### src/logic/seep_defs.svh
// Purpose: Named constants for the serial EEPROM command port.
// Assumes: Included by the package and the command port module.
// Notes:   Field widths and opcode encodings of the serial instruction format.
`ifndef SEEP_DEFS_SVH
`define SEEP_DEFS_SVH

`define SEEP_WORDS        16
`define SEEP_WORD_BITS    16
`define SEEP_PTR_BITS     4
`define SEEP_GUARD_BITS   6
`define SEEP_OPC_LAST     5'h01
`define SEEP_ADDR_LAST    5'h05
`define SEEP_DATA_LAST    5'h0f
`define SEEP_WORD_LAST    5'h0f
`define SEEP_GREAD_LAST   5'h05
`define SEEP_OPC_READ     2'h2
`define SEEP_OPC_WRITE    2'h1
`define SEEP_OPC_CTRL     2'h0
`define SEEP_OPC_GCLR     2'h3
`define SEEP_AHI_UNLOCK   2'h3
`define SEEP_AHI_FILL     2'h1
`define SEEP_AHI_LOCK     2'h0
`define SEEP_ADDR_ONES    6'h3f
`define SEEP_ADDR_ZERO    6'h00
`define SEEP_GUARD_RST    6'h3f
`define SEEP_GUARD_PAD    10'h000
`define SEEP_TWP_US       15000
`define SEEP_CLK_MHZ      125

`endif

### src/logic/seep_pkg.sv
// Purpose: Types shared by the serial EEPROM command port.
// Assumes: seep_defs.svh supplies the widths.
// Notes:   Pin and status groups travel as packed structs.
`include "seep_defs.svh"

package seep_pkg;

  typedef struct packed {
    logic cs;
    logic sk;
    logic di;
    logic guard_sel;
    logic program_enable_pin;
  } seep_pins_t;

  typedef struct packed {
    logic                        busy;
    logic                        write_en;
    logic                        guard_en;
    logic                        guard_locked;
    logic [`SEEP_GUARD_BITS-1:0] guard_start;
  } seep_status_t;

  typedef enum logic [6:0] {
    ST_IDLE = 7'h01,
    ST_OPC  = 7'h02,
    ST_ADDR = 7'h04,
    ST_DATA = 7'h08,
    ST_READ = 7'h10,
    ST_DONE = 7'h20,
    ST_SINK = 7'h40
  } seep_state_t;

  typedef enum logic [3:0] {
    IN_NONE         = 4'h0,
    IN_READ         = 4'h1,
    IN_WRITE_UNLOCK = 4'h2,
    IN_WRITE        = 4'h3,
    IN_FILL_ALL     = 4'h4,
    IN_WRITE_LOCK   = 4'h5,
    IN_GUARD_READ   = 4'h6,
    IN_GUARD_UNLOCK = 4'h7,
    IN_GUARD_CLEAR  = 4'h8,
    IN_GUARD_SET    = 4'h9,
    IN_GUARD_LOCK   = 4'ha
  } seep_instr_t;

endpackage : seep_pkg

### src/logic/seep_cmd_port.sv
// Purpose: Slave command front end of a 16 x 16-bit serial EEPROM.
// Assumes: clk_sys is far faster than the serial clock; pins are asynchronous.
// Notes:   Serial clock edges are found by sampling, so no second clock domain.
// Function
// - Chip select high selects; low ignores everything.
// - Chip select rise resets the command machine.
// - Sample DI and update DO on SK rise.
// - Drive DO only while selected.
// - Protect-select picks array or guard instructions.
// - Program-enable pin gates all write-type operations except write-lock.
// - Skip leading zeros; one start bit begins.
// - Two opcode bits follow start; full decode.
// - Six address bits; low four pick word.
// - Sixteen data bits, most significant first.
// - Chip select fall launches timed programming; busy.
// - Array opcodes: read, write, control by address.
// - Guard opcodes decoded with protect-select high.
// - Read: dummy zero, then bits 15 to 0.
// - Continued clocking streams next word, no dummy.
// - Write latch clear at reset; gates programming.
// - Write-unlock sets latch at chip select fall.
// - Read ignores and keeps the write latch.
// - After a launch, selected DO shows 0 while busy, then 1 until the next start bit.
// - Words at or above guard start refuse writes.
`timescale 1ns/1ps
`include "seep_defs.svh"

module seep_cmd_port #(
  parameter int WP_CYCLES = `SEEP_TWP_US * `SEEP_CLK_MHZ
) (
  input  wire logic                 clk_sys,
  input  wire logic                 resetn,
  input  wire seep_pkg::seep_pins_t pins,
  output logic                      do_out,
  output logic                      do_oe,
  output seep_pkg::seep_status_t    status
);
  import seep_pkg::*;

  localparam int WPW = $clog2(WP_CYCLES + 1);

  seep_pins_t                  pin_q;
  logic                        sk_d_reg;
  logic                        cs_d_reg;
  logic                        sk_rise;
  logic                        cs_rise;
  logic                        cs_fall;
  seep_state_t                 state_reg;
  logic [4:0]                  cnt_reg;
  logic                        last_bit;
  logic [1:0]                  opc_reg;
  logic [4:0]                  addr_reg;
  logic [5:0]                  addr_full;
  logic [5:0]                  cmd_addr_reg;
  logic [`SEEP_WORD_BITS-1:0]  data_reg;
  seep_instr_t                 instr_now;
  seep_instr_t                 instr_reg;
  logic [`SEEP_WORD_BITS-1:0]  mem_reg [`SEEP_WORDS];
  logic [`SEEP_WORD_BITS-1:0]  out_sr_reg;
  logic [`SEEP_PTR_BITS-1:0]   ptr_reg;
  logic                        do_reg;
  logic                        poll_reg;
  logic                        wel_reg;
  logic                        guard_en_reg;
  logic                        guard_locked_reg;
  logic [`SEEP_GUARD_BITS-1:0] guard_reg;
  logic [WPW-1:0]              wp_cnt_reg;
  logic                        busy;
  logic                        commit;
  logic                        prog_ok;
  logic                        launch;

  seep_sync #(
    .W ($bits(seep_pins_t))
  ) u_sync (
    .clk_sys (clk_sys),
    .resetn  (resetn),
    .d       (pins),
    .q       (pin_q)
  );

  // Decodes the instruction from protect-select, opcode and full address.
  function automatic seep_instr_t seep_decode(input logic       gsel,
                                              input logic [1:0] opc,
                                              input logic [5:0] adr);
    seep_instr_t r;
    r = IN_NONE;
    if (!gsel) begin
      case (opc)
        `SEEP_OPC_READ:  r = IN_READ;
        `SEEP_OPC_WRITE: r = IN_WRITE;
        `SEEP_OPC_CTRL: begin
          case (adr[5:4])
            `SEEP_AHI_UNLOCK: r = IN_WRITE_UNLOCK;
            `SEEP_AHI_FILL:   r = IN_FILL_ALL;
            `SEEP_AHI_LOCK:   r = IN_WRITE_LOCK;
            default:          r = IN_NONE;
          endcase
        end
        default: r = IN_NONE;
      endcase
    end else begin
      case (opc)
        `SEEP_OPC_READ:  r = IN_GUARD_READ;
        `SEEP_OPC_WRITE: r = IN_GUARD_SET;
        `SEEP_OPC_GCLR:  r = (adr == `SEEP_ADDR_ONES) ? IN_GUARD_CLEAR : IN_NONE;
        `SEEP_OPC_CTRL: begin
          if (adr[5:4] == `SEEP_AHI_UNLOCK) begin
            r = IN_GUARD_UNLOCK;
          end else if (adr == `SEEP_ADDR_ZERO) begin
            r = IN_GUARD_LOCK;
          end else begin
            r = IN_NONE;
          end
        end
        default: r = IN_NONE;
      endcase
    end
    return r;
  endfunction : seep_decode

  // Edge detection runs on synchronised copies only.
  always_ff @(posedge clk_sys or negedge resetn) begin
    if (!resetn) begin
      sk_d_reg <= 1'b0;
      cs_d_reg <= 1'b0;
    end else begin
      sk_d_reg <= pin_q.sk;
      cs_d_reg <= pin_q.cs;
    end
  end

  assign sk_rise = pin_q.cs & pin_q.sk & ~sk_d_reg;
  assign cs_rise = pin_q.cs & ~cs_d_reg;
  assign cs_fall = ~pin_q.cs & cs_d_reg;

  assign addr_full = {addr_reg, pin_q.di};
  assign instr_now = seep_decode(pin_q.guard_sel, opc_reg, addr_full);
  assign busy      = (wp_cnt_reg != '0);

  always_comb begin
    case (state_reg)
      ST_OPC:  last_bit = (cnt_reg == `SEEP_OPC_LAST);
      ST_ADDR: last_bit = (cnt_reg == `SEEP_ADDR_LAST);
      ST_DATA: last_bit = (cnt_reg == `SEEP_DATA_LAST);
      ST_READ: last_bit = (instr_reg == IN_GUARD_READ) ?
                          (cnt_reg == `SEEP_GREAD_LAST) : (cnt_reg == `SEEP_WORD_LAST);
      default: last_bit = 1'b0;
    endcase
  end

  // Command sequencer.
  always_ff @(posedge clk_sys or negedge resetn) begin
    if (!resetn) begin
      state_reg <= ST_IDLE;
    end else if (cs_rise) begin
      state_reg <= ST_IDLE;
    end else if (sk_rise) begin
      case (state_reg)
        ST_IDLE: begin
          // A new instruction is held off while programming runs.
          if (pin_q.di && !busy) begin
            state_reg <= ST_OPC;
          end
        end
        ST_OPC: begin
          if (last_bit) begin
            state_reg <= ST_ADDR;
          end
        end
        ST_ADDR: begin
          if (last_bit) begin
            case (instr_now)
              IN_READ, IN_GUARD_READ: state_reg <= ST_READ;
              IN_WRITE, IN_FILL_ALL:  state_reg <= ST_DATA;
              default:                state_reg <= ST_DONE;
            endcase
          end
        end
        ST_DATA: begin
          if (last_bit) begin
            state_reg <= ST_DONE;
          end
        end
        ST_READ: begin
          if (last_bit && instr_reg == IN_GUARD_READ) begin
            state_reg <= ST_DONE;
          end
        end
        // A clock after the last field cancels the pending instruction.
        ST_DONE: state_reg <= ST_SINK;
        ST_SINK: state_reg <= ST_SINK;
        default: state_reg <= ST_IDLE;
      endcase
    end
  end

  // Field bit counter; sequential read wraps it at each word.
  always_ff @(posedge clk_sys or negedge resetn) begin
    if (!resetn) begin
      cnt_reg <= 5'h00;
    end else if (cs_rise) begin
      cnt_reg <= 5'h00;
    end else if (sk_rise) begin
      if (last_bit || state_reg == ST_IDLE) begin
        cnt_reg <= 5'h00;
      end else begin
        cnt_reg <= cnt_reg + 5'h01;
      end
    end
  end

  // Input shift registers, most significant bit first.
  always_ff @(posedge clk_sys or negedge resetn) begin
    if (!resetn) begin
      opc_reg      <= 2'h0;
      addr_reg     <= 5'h00;
      cmd_addr_reg <= 6'h00;
      data_reg     <= '0;
      instr_reg    <= IN_NONE;
    end else if (cs_rise) begin
      instr_reg <= IN_NONE;
    end else if (sk_rise) begin
      case (state_reg)
        ST_OPC:  opc_reg <= {opc_reg[0], pin_q.di};
        ST_ADDR: begin
          addr_reg <= addr_full[4:0];
          if (last_bit) begin
            cmd_addr_reg <= addr_full;
            instr_reg    <= instr_now;
          end
        end
        ST_DATA: data_reg <= {data_reg[`SEEP_WORD_BITS-2:0], pin_q.di};
        default: opc_reg <= opc_reg;
      endcase
    end
  end

  // Output path; read data on DO changes just after a serial clock rise, and chip select rise clears it to 0.
  always_ff @(posedge clk_sys or negedge resetn) begin
    if (!resetn) begin
      do_reg     <= 1'b0;
      out_sr_reg <= '0;
      ptr_reg    <= '0;
    end else if (cs_rise) begin
      do_reg <= 1'b0;
    end else if (sk_rise) begin
      if (state_reg == ST_ADDR && last_bit && instr_now == IN_READ) begin
        out_sr_reg <= mem_reg[addr_full[`SEEP_PTR_BITS-1:0]];
        ptr_reg    <= addr_full[`SEEP_PTR_BITS-1:0];
        do_reg     <= 1'b0;
      end else if (state_reg == ST_ADDR && last_bit && instr_now == IN_GUARD_READ) begin
        out_sr_reg <= {guard_reg, `SEEP_GUARD_PAD};
        do_reg     <= 1'b0;
      end else if (state_reg == ST_READ) begin
        do_reg <= out_sr_reg[`SEEP_WORD_BITS-1];
        if (last_bit && instr_reg == IN_READ) begin
          ptr_reg    <= ptr_reg + 1'b1;
          out_sr_reg <= mem_reg[ptr_reg + 1'b1];
        end else begin
          out_sr_reg <= {out_sr_reg[`SEEP_WORD_BITS-2:0], 1'b0};
        end
      end else begin
        do_reg <= 1'b0;
      end
    end
  end

  // Status polling follows a launch until the next start bit.
  always_ff @(posedge clk_sys or negedge resetn) begin
    if (!resetn) begin
      poll_reg <= 1'b0;
    end else if (launch) begin
      poll_reg <= 1'b1;
    end else if (sk_rise && state_reg == ST_IDLE && pin_q.di && !busy) begin
      poll_reg <= 1'b0;
    end
  end

  assign do_oe  = pin_q.cs;
  assign do_out = pin_q.cs & (poll_reg ? ~busy : do_reg);

  // Only a fully clocked instruction commits, and only when select falls.
  assign commit  = cs_fall && state_reg == ST_DONE;
  assign prog_ok = pin_q.program_enable_pin && wel_reg;

  always_comb begin
    case (instr_reg)
      IN_WRITE:       launch = commit && prog_ok && !pin_q.guard_sel &&
                               ({2'b00, cmd_addr_reg[3:0]} < guard_reg);
      IN_FILL_ALL:    launch = commit && prog_ok && guard_reg == `SEEP_GUARD_RST;
      IN_GUARD_CLEAR: launch = commit && prog_ok && guard_en_reg && !guard_locked_reg;
      IN_GUARD_SET:   launch = commit && prog_ok && guard_en_reg && !guard_locked_reg &&
                               guard_reg == `SEEP_GUARD_RST;
      IN_GUARD_LOCK:  launch = commit && prog_ok && guard_en_reg && !guard_locked_reg;
      default:        launch = 1'b0;
    endcase
  end

  // Self-timed programming window.
  always_ff @(posedge clk_sys or negedge resetn) begin
    if (!resetn) begin
      wp_cnt_reg <= '0;
    end else if (launch) begin
      wp_cnt_reg <= WPW'(WP_CYCLES);
    end else if (busy) begin
      wp_cnt_reg <= wp_cnt_reg - 1'b1;
    end
  end

  // Array contents; written at the launch of programming.
  always_ff @(posedge clk_sys or negedge resetn) begin
    if (!resetn) begin
      for (int i = 0; i < `SEEP_WORDS; i++) begin
        mem_reg[i] <= '0;
      end
    end else if (launch && instr_reg == IN_WRITE) begin
      mem_reg[cmd_addr_reg[`SEEP_PTR_BITS-1:0]] <= data_reg;
    end else if (launch && instr_reg == IN_FILL_ALL) begin
      for (int i = 0; i < `SEEP_WORDS; i++) begin
        mem_reg[i] <= data_reg;
      end
    end
  end

  // Write-enable latch; reads never touch it.
  always_ff @(posedge clk_sys or negedge resetn) begin
    if (!resetn) begin
      wel_reg <= 1'b0;
    end else if (commit && instr_reg == IN_WRITE_UNLOCK && pin_q.program_enable_pin) begin
      wel_reg <= 1'b1;
    end else if (commit && instr_reg == IN_WRITE_LOCK) begin
      wel_reg <= 1'b0;
    end
  end

  // Guard enable lasts exactly one following instruction.
  always_ff @(posedge clk_sys or negedge resetn) begin
    if (!resetn) begin
      guard_en_reg <= 1'b0;
    end else if (cs_fall && state_reg != ST_IDLE) begin
      guard_en_reg <= commit && instr_reg == IN_GUARD_UNLOCK && prog_ok;
    end
  end

  // Guard start address and its permanent lock.
  always_ff @(posedge clk_sys or negedge resetn) begin
    if (!resetn) begin
      guard_reg        <= `SEEP_GUARD_RST;
      guard_locked_reg <= 1'b0;
    end else if (launch) begin
      case (instr_reg)
        IN_GUARD_CLEAR: guard_reg        <= `SEEP_GUARD_RST;
        IN_GUARD_SET:   guard_reg        <= {2'b00, cmd_addr_reg[3:0]};
        IN_GUARD_LOCK:  guard_locked_reg <= 1'b1;
        default:        guard_reg        <= guard_reg;
      endcase
    end
  end

  always_comb begin
    status.busy         = busy;
    status.write_en     = wel_reg;
    status.guard_en     = guard_en_reg;
    status.guard_locked = guard_locked_reg;
    status.guard_start  = guard_reg;
  end

endmodule : seep_cmd_port

### src/logic/seep_sync.sv
// Purpose: Two-stage synchroniser for pins entering the system clock domain.
// Assumes: Inputs are asynchronous to clk_sys.
// Notes:   Only the second stage is visible outside.
`timescale 1ns/1ps

module seep_sync #(
  parameter int W = 1
) (
  input  wire logic         clk_sys,
  input  wire logic         resetn,
  input  wire logic [W-1:0] d,
  output logic      [W-1:0] q
);

  logic [W-1:0] meta_reg;

  always_ff @(posedge clk_sys or negedge resetn) begin
    if (!resetn) begin
      meta_reg <= '0;
      q        <= '0;
    end else begin
      meta_reg <= d;
      q        <= meta_reg;
    end
  end

endmodule : seep_sync

### config.mk
export PLATFORM = sky130hd
export DESIGN_NAME = seep_cmd_port
export DESIGN_NICKNAME = d
export VERILOG_FILES = /design/src/logic/seep_pkg.sv /design/src/logic/seep_cmd_port.sv /design/src/logic/seep_sync.sv
export VERILOG_INCLUDE_DIRS = /design/src /design/src/logic
export SDC_FILE = /design/constraint.sdc
export NUM_CORES = 1
export LEC_CHECK = 0
export BUFFER_PORTS_ARGS = -buffer_cell sky130_fd_sc_hd__buf_2
export CAP_MARGIN = 20
export CORE_UTILIZATION = 38
export CTS_CLUSTER_SIZE = 12
export DETAILED_ROUTE_END_ITERATION = 12
export HOLD_SLACK_MARGIN = 0.05
export SYNTH_ARGS = -nofsm -noshare
export SYNTH_HDL_FRONTEND = slang
export SYNTH_HIERARCHICAL = 1
export SYNTH_SLANG_ARGS = --single-unit
### constraint.sdc
create_clock -name clk_sys -period 3.8 [get_ports clk_sys]
set_input_delay 0.19 -clock clk_sys [delete_from_list [all_inputs] [get_ports clk_sys]]
set_output_delay 0.19 -clock clk_sys [all_outputs]
set_load 0.005 [all_outputs]
==> metrics.txt <==
synthesized area 19400 um^2; Initial Utilization 38.7%; crit path time final around 3.2 ns; Final Util 43.2%; initial antenna violation count 0; die area 52100 um^2; I/O Pins 19; gr ovfl total 0; H-Tree Level Count 2; Post-Synthesis Cells 1423; Post-synth EDFFs 0; diodes inserted 0; CP max FO 16; die width between 200 and 250 um; top-count cell post-synth dfrtp_1; count of clock tree sinks about 360; max reg flops about 260; Post-Syn Nets 1438; vias in the first global route 12.8k; Top FF cell, synth dfrtp_1; CP endpoint kind flip-flop; Avg Synthesized Cell Area between 10 and 15 um^2; CTS tree built; CTS root buf clkbuf_16; Worst setup SP type flip-flop; Leakage 10.0 nW; Fill cells 4577; Post-CTS Setup Bufs 0; overall die height between 200 and 250 um; Syn. warnings 6; area delta synth->final 11.8%; Setup CP Type reg -> reg; R2R setup slack 0.60 ns; largest cells by area after synthesis dfrtp_1 (46%), mux4_2 (16%), mux2_2 (14%); layout cells sized above 1 39.3%; first-iteration detailed-routing DRC count 1034; crit share post-route 84.2%; Resize count post-CTS 0; post-route antenna net violation count 0; arrival time worst endpoint 3.65 ns; status complete, no violations; slew margin rel. 28.0%; cell mode on critical path buf_4; Rows 82; setup tns final 0 ns; clk_lat worst skew 0.59 ns; Seq cells post-synth 362; Non-Filler Instances 2125; Worst R2R Start guard_reg[1]$_DFFE_PN1P_; Worst path max stage delay 0.67 ns; Max Clock Skew about 0.027 ns; dpl hpwl 31600 um; maxcap violations 0; final hold vios 0; largest net degree at the start of global routing 104; detailed-route wire length 51200 um; final hold slack 0.202 ns; crit-path cells inv_1 -> ha_1 -> a21o_1 -> a21oi_1 -> o21ai_2 -> buf_4 -> o31a_1 -> buf_4 -> mux2_2; vias per inst ~5.8; setup violators final 0; RSZ-0062 raised after global routing no; Detailed Routing Iterations Pass 1 5; core area 50300 um^2; placed instance count 2048; Worst Setup SP guard_reg[1]$_DFFE_PN1P_; first-pass GRT wire length 80600 um; FF-to-FF path depth 9; DR DRC count 0; worst hold path class in -> async; CP max-delay cell o31a_1; Buffers & Inverters on Critical Path 3; CP top delay family compound AO/OA/AOI/OAI gates; post-synth top area share 45.8%; Max Slew Vio Count 0; GRT Overall Usage between 20 and 25%; asr flop ratio synth 100%; Fmax 0.313 GHz; Worst-Margin Slew 1.08 ns; Distinct cells, synth 75; Nets 1441; vias ~12k; CP required 4.25 ns; r2r endpoint mem_reg[239]$_DFFE_PN0P_; PortBufs 18; Placer Congestion 0.848; TritonCTS buffer count 42; Synth top cells by count dfrtp_1 (356), mux2_2 (249), mux4_2 (139); power per cell area 398 nW/um^2; Synth area leader dfrtp_1; sequential share of the synthesized area roughly 47%; drt wl/cell approximately 24 um; Reg clk slew, reported paths 0.06 ns; Peak VDD IR around 0.27 mV; Longest Clk Path Bufs 3
worst max-delay path by stage:
stage                                    end  slack [ns]  cells past startpoint
CTS                 mem_reg[239]$_DFFE_PN0P_        0.62                      9
finish              mem_reg[239]$_DFFE_PN0P_        0.60                      9
detailed placement  mem_reg[225]$_DFFE_PN0P_        0.63                      9
global route         mem_reg[37]$_DFFE_PN0P_        0.53                      8
floorplan            mem_reg[69]$_DFFE_PN0P_        0.97                      9
global placement    mem_reg[224]$_DFFE_PN0P_        0.68                      9
worst register-to-register path, delay by kind of cell, from the launching register on:
| kind | cells | cell delay [ns] |
|---|---|---|
| compound gates | 4 | 1.01 |
| fa+ha+maj | 1 | 0.29 |
| buf+inv | 3 | 0.88 |
| flops | 1 | 0.55 |
| mux | 1 | 0.38 |
per-stage QoR:
step / setup slack (ns) / power (mW) / area (um^2)
after CTS: 0.623 / 8.74 / 21700
after floorplan: 0.968 / 4.35 / 19400
final: 0.601 / 8.65 / 21700
after global routing: 0.535 / 8.96 / 21700
after detailed placement: 0.628 / 4.57 / 20300
after global placement: 0.675 / 4.56 / 20300
where the power goes:
part           internal (mW)  switching [mW]
Sequential              3.89           0.104
Clock                   2.49            1.65
Combinational          0.187           0.325
timing repair:
action,CTS,global route
endpoints found under the setup margin,0,0
endpoints found under the hold margin,88,0
hold buffers,6,0
layer usage:
| metal | vias up | GRT usage, % | share of wire, % | wire length, um |
|---|---|---|---|---|
| li1 | 5422 | - | - | - |
| met1 | 6551 | 28.3 | 45 | 23000 |
| met2 | 362 | 31.4 | 46 | 23700 |
| met3 | 86 | 3.57 | 5.7 | 2930 |
| met4 | 0 | 7.40 | 3.0 | 1540 |
| met5 | - | 0 | 0 | 0 |
kinds of logic after synthesis:
kind of cell | Yosys count | synth area share, %
XOR/XNOR | 20 | 0.901
adder cells (fa/ha/maj) | 8 | 0.515
AND/OR/NAND/NOR | 300 | 7.91
flip-flops | 362 | 46.6
multiplexers | 446 | 33.9
buffers and inverters | 129 | 3.38
AO/OA/AOI/OAI | 158 | 6.79
cells in the final DEF, fill, tap and decap left out, types with 9 or more instances in the layout:
cell type and count:
xnor2_1 12, inv_1 16, o22ai_1 9, nor3_1 24, a21oi_1 28, clkbuf_16 42, mux2_2 249, or3_1 13
mux2_1 19, mux2i_1 29, mux4_2 139, dfrtp_1 351, nand3_1 17, buf_2 17, buf_4 40, o41ai_4 12
nand2b_1 13, nor2b_1 13, mux2_4 10, a31oi_1 13, o21ai_0 30, nand2_1 95, nor2_1 59, nor4_1 9
clkbuf_8 13
layout make-up:
cell class                      count  area, um^2  area share, %
Sequential cell                   362        9070           41.7
Inverter                           16        60.1          0.276
Clock buffer                       62        1260           5.78
Timing Repair Buffer               72         621           2.85
Tap cell                          672         841           3.87
Multi-Input combinational cell    932        9740           44.8
Clock inverter                      9         146          0.673
Note: power is estimated with default switching activity, not from simulation.
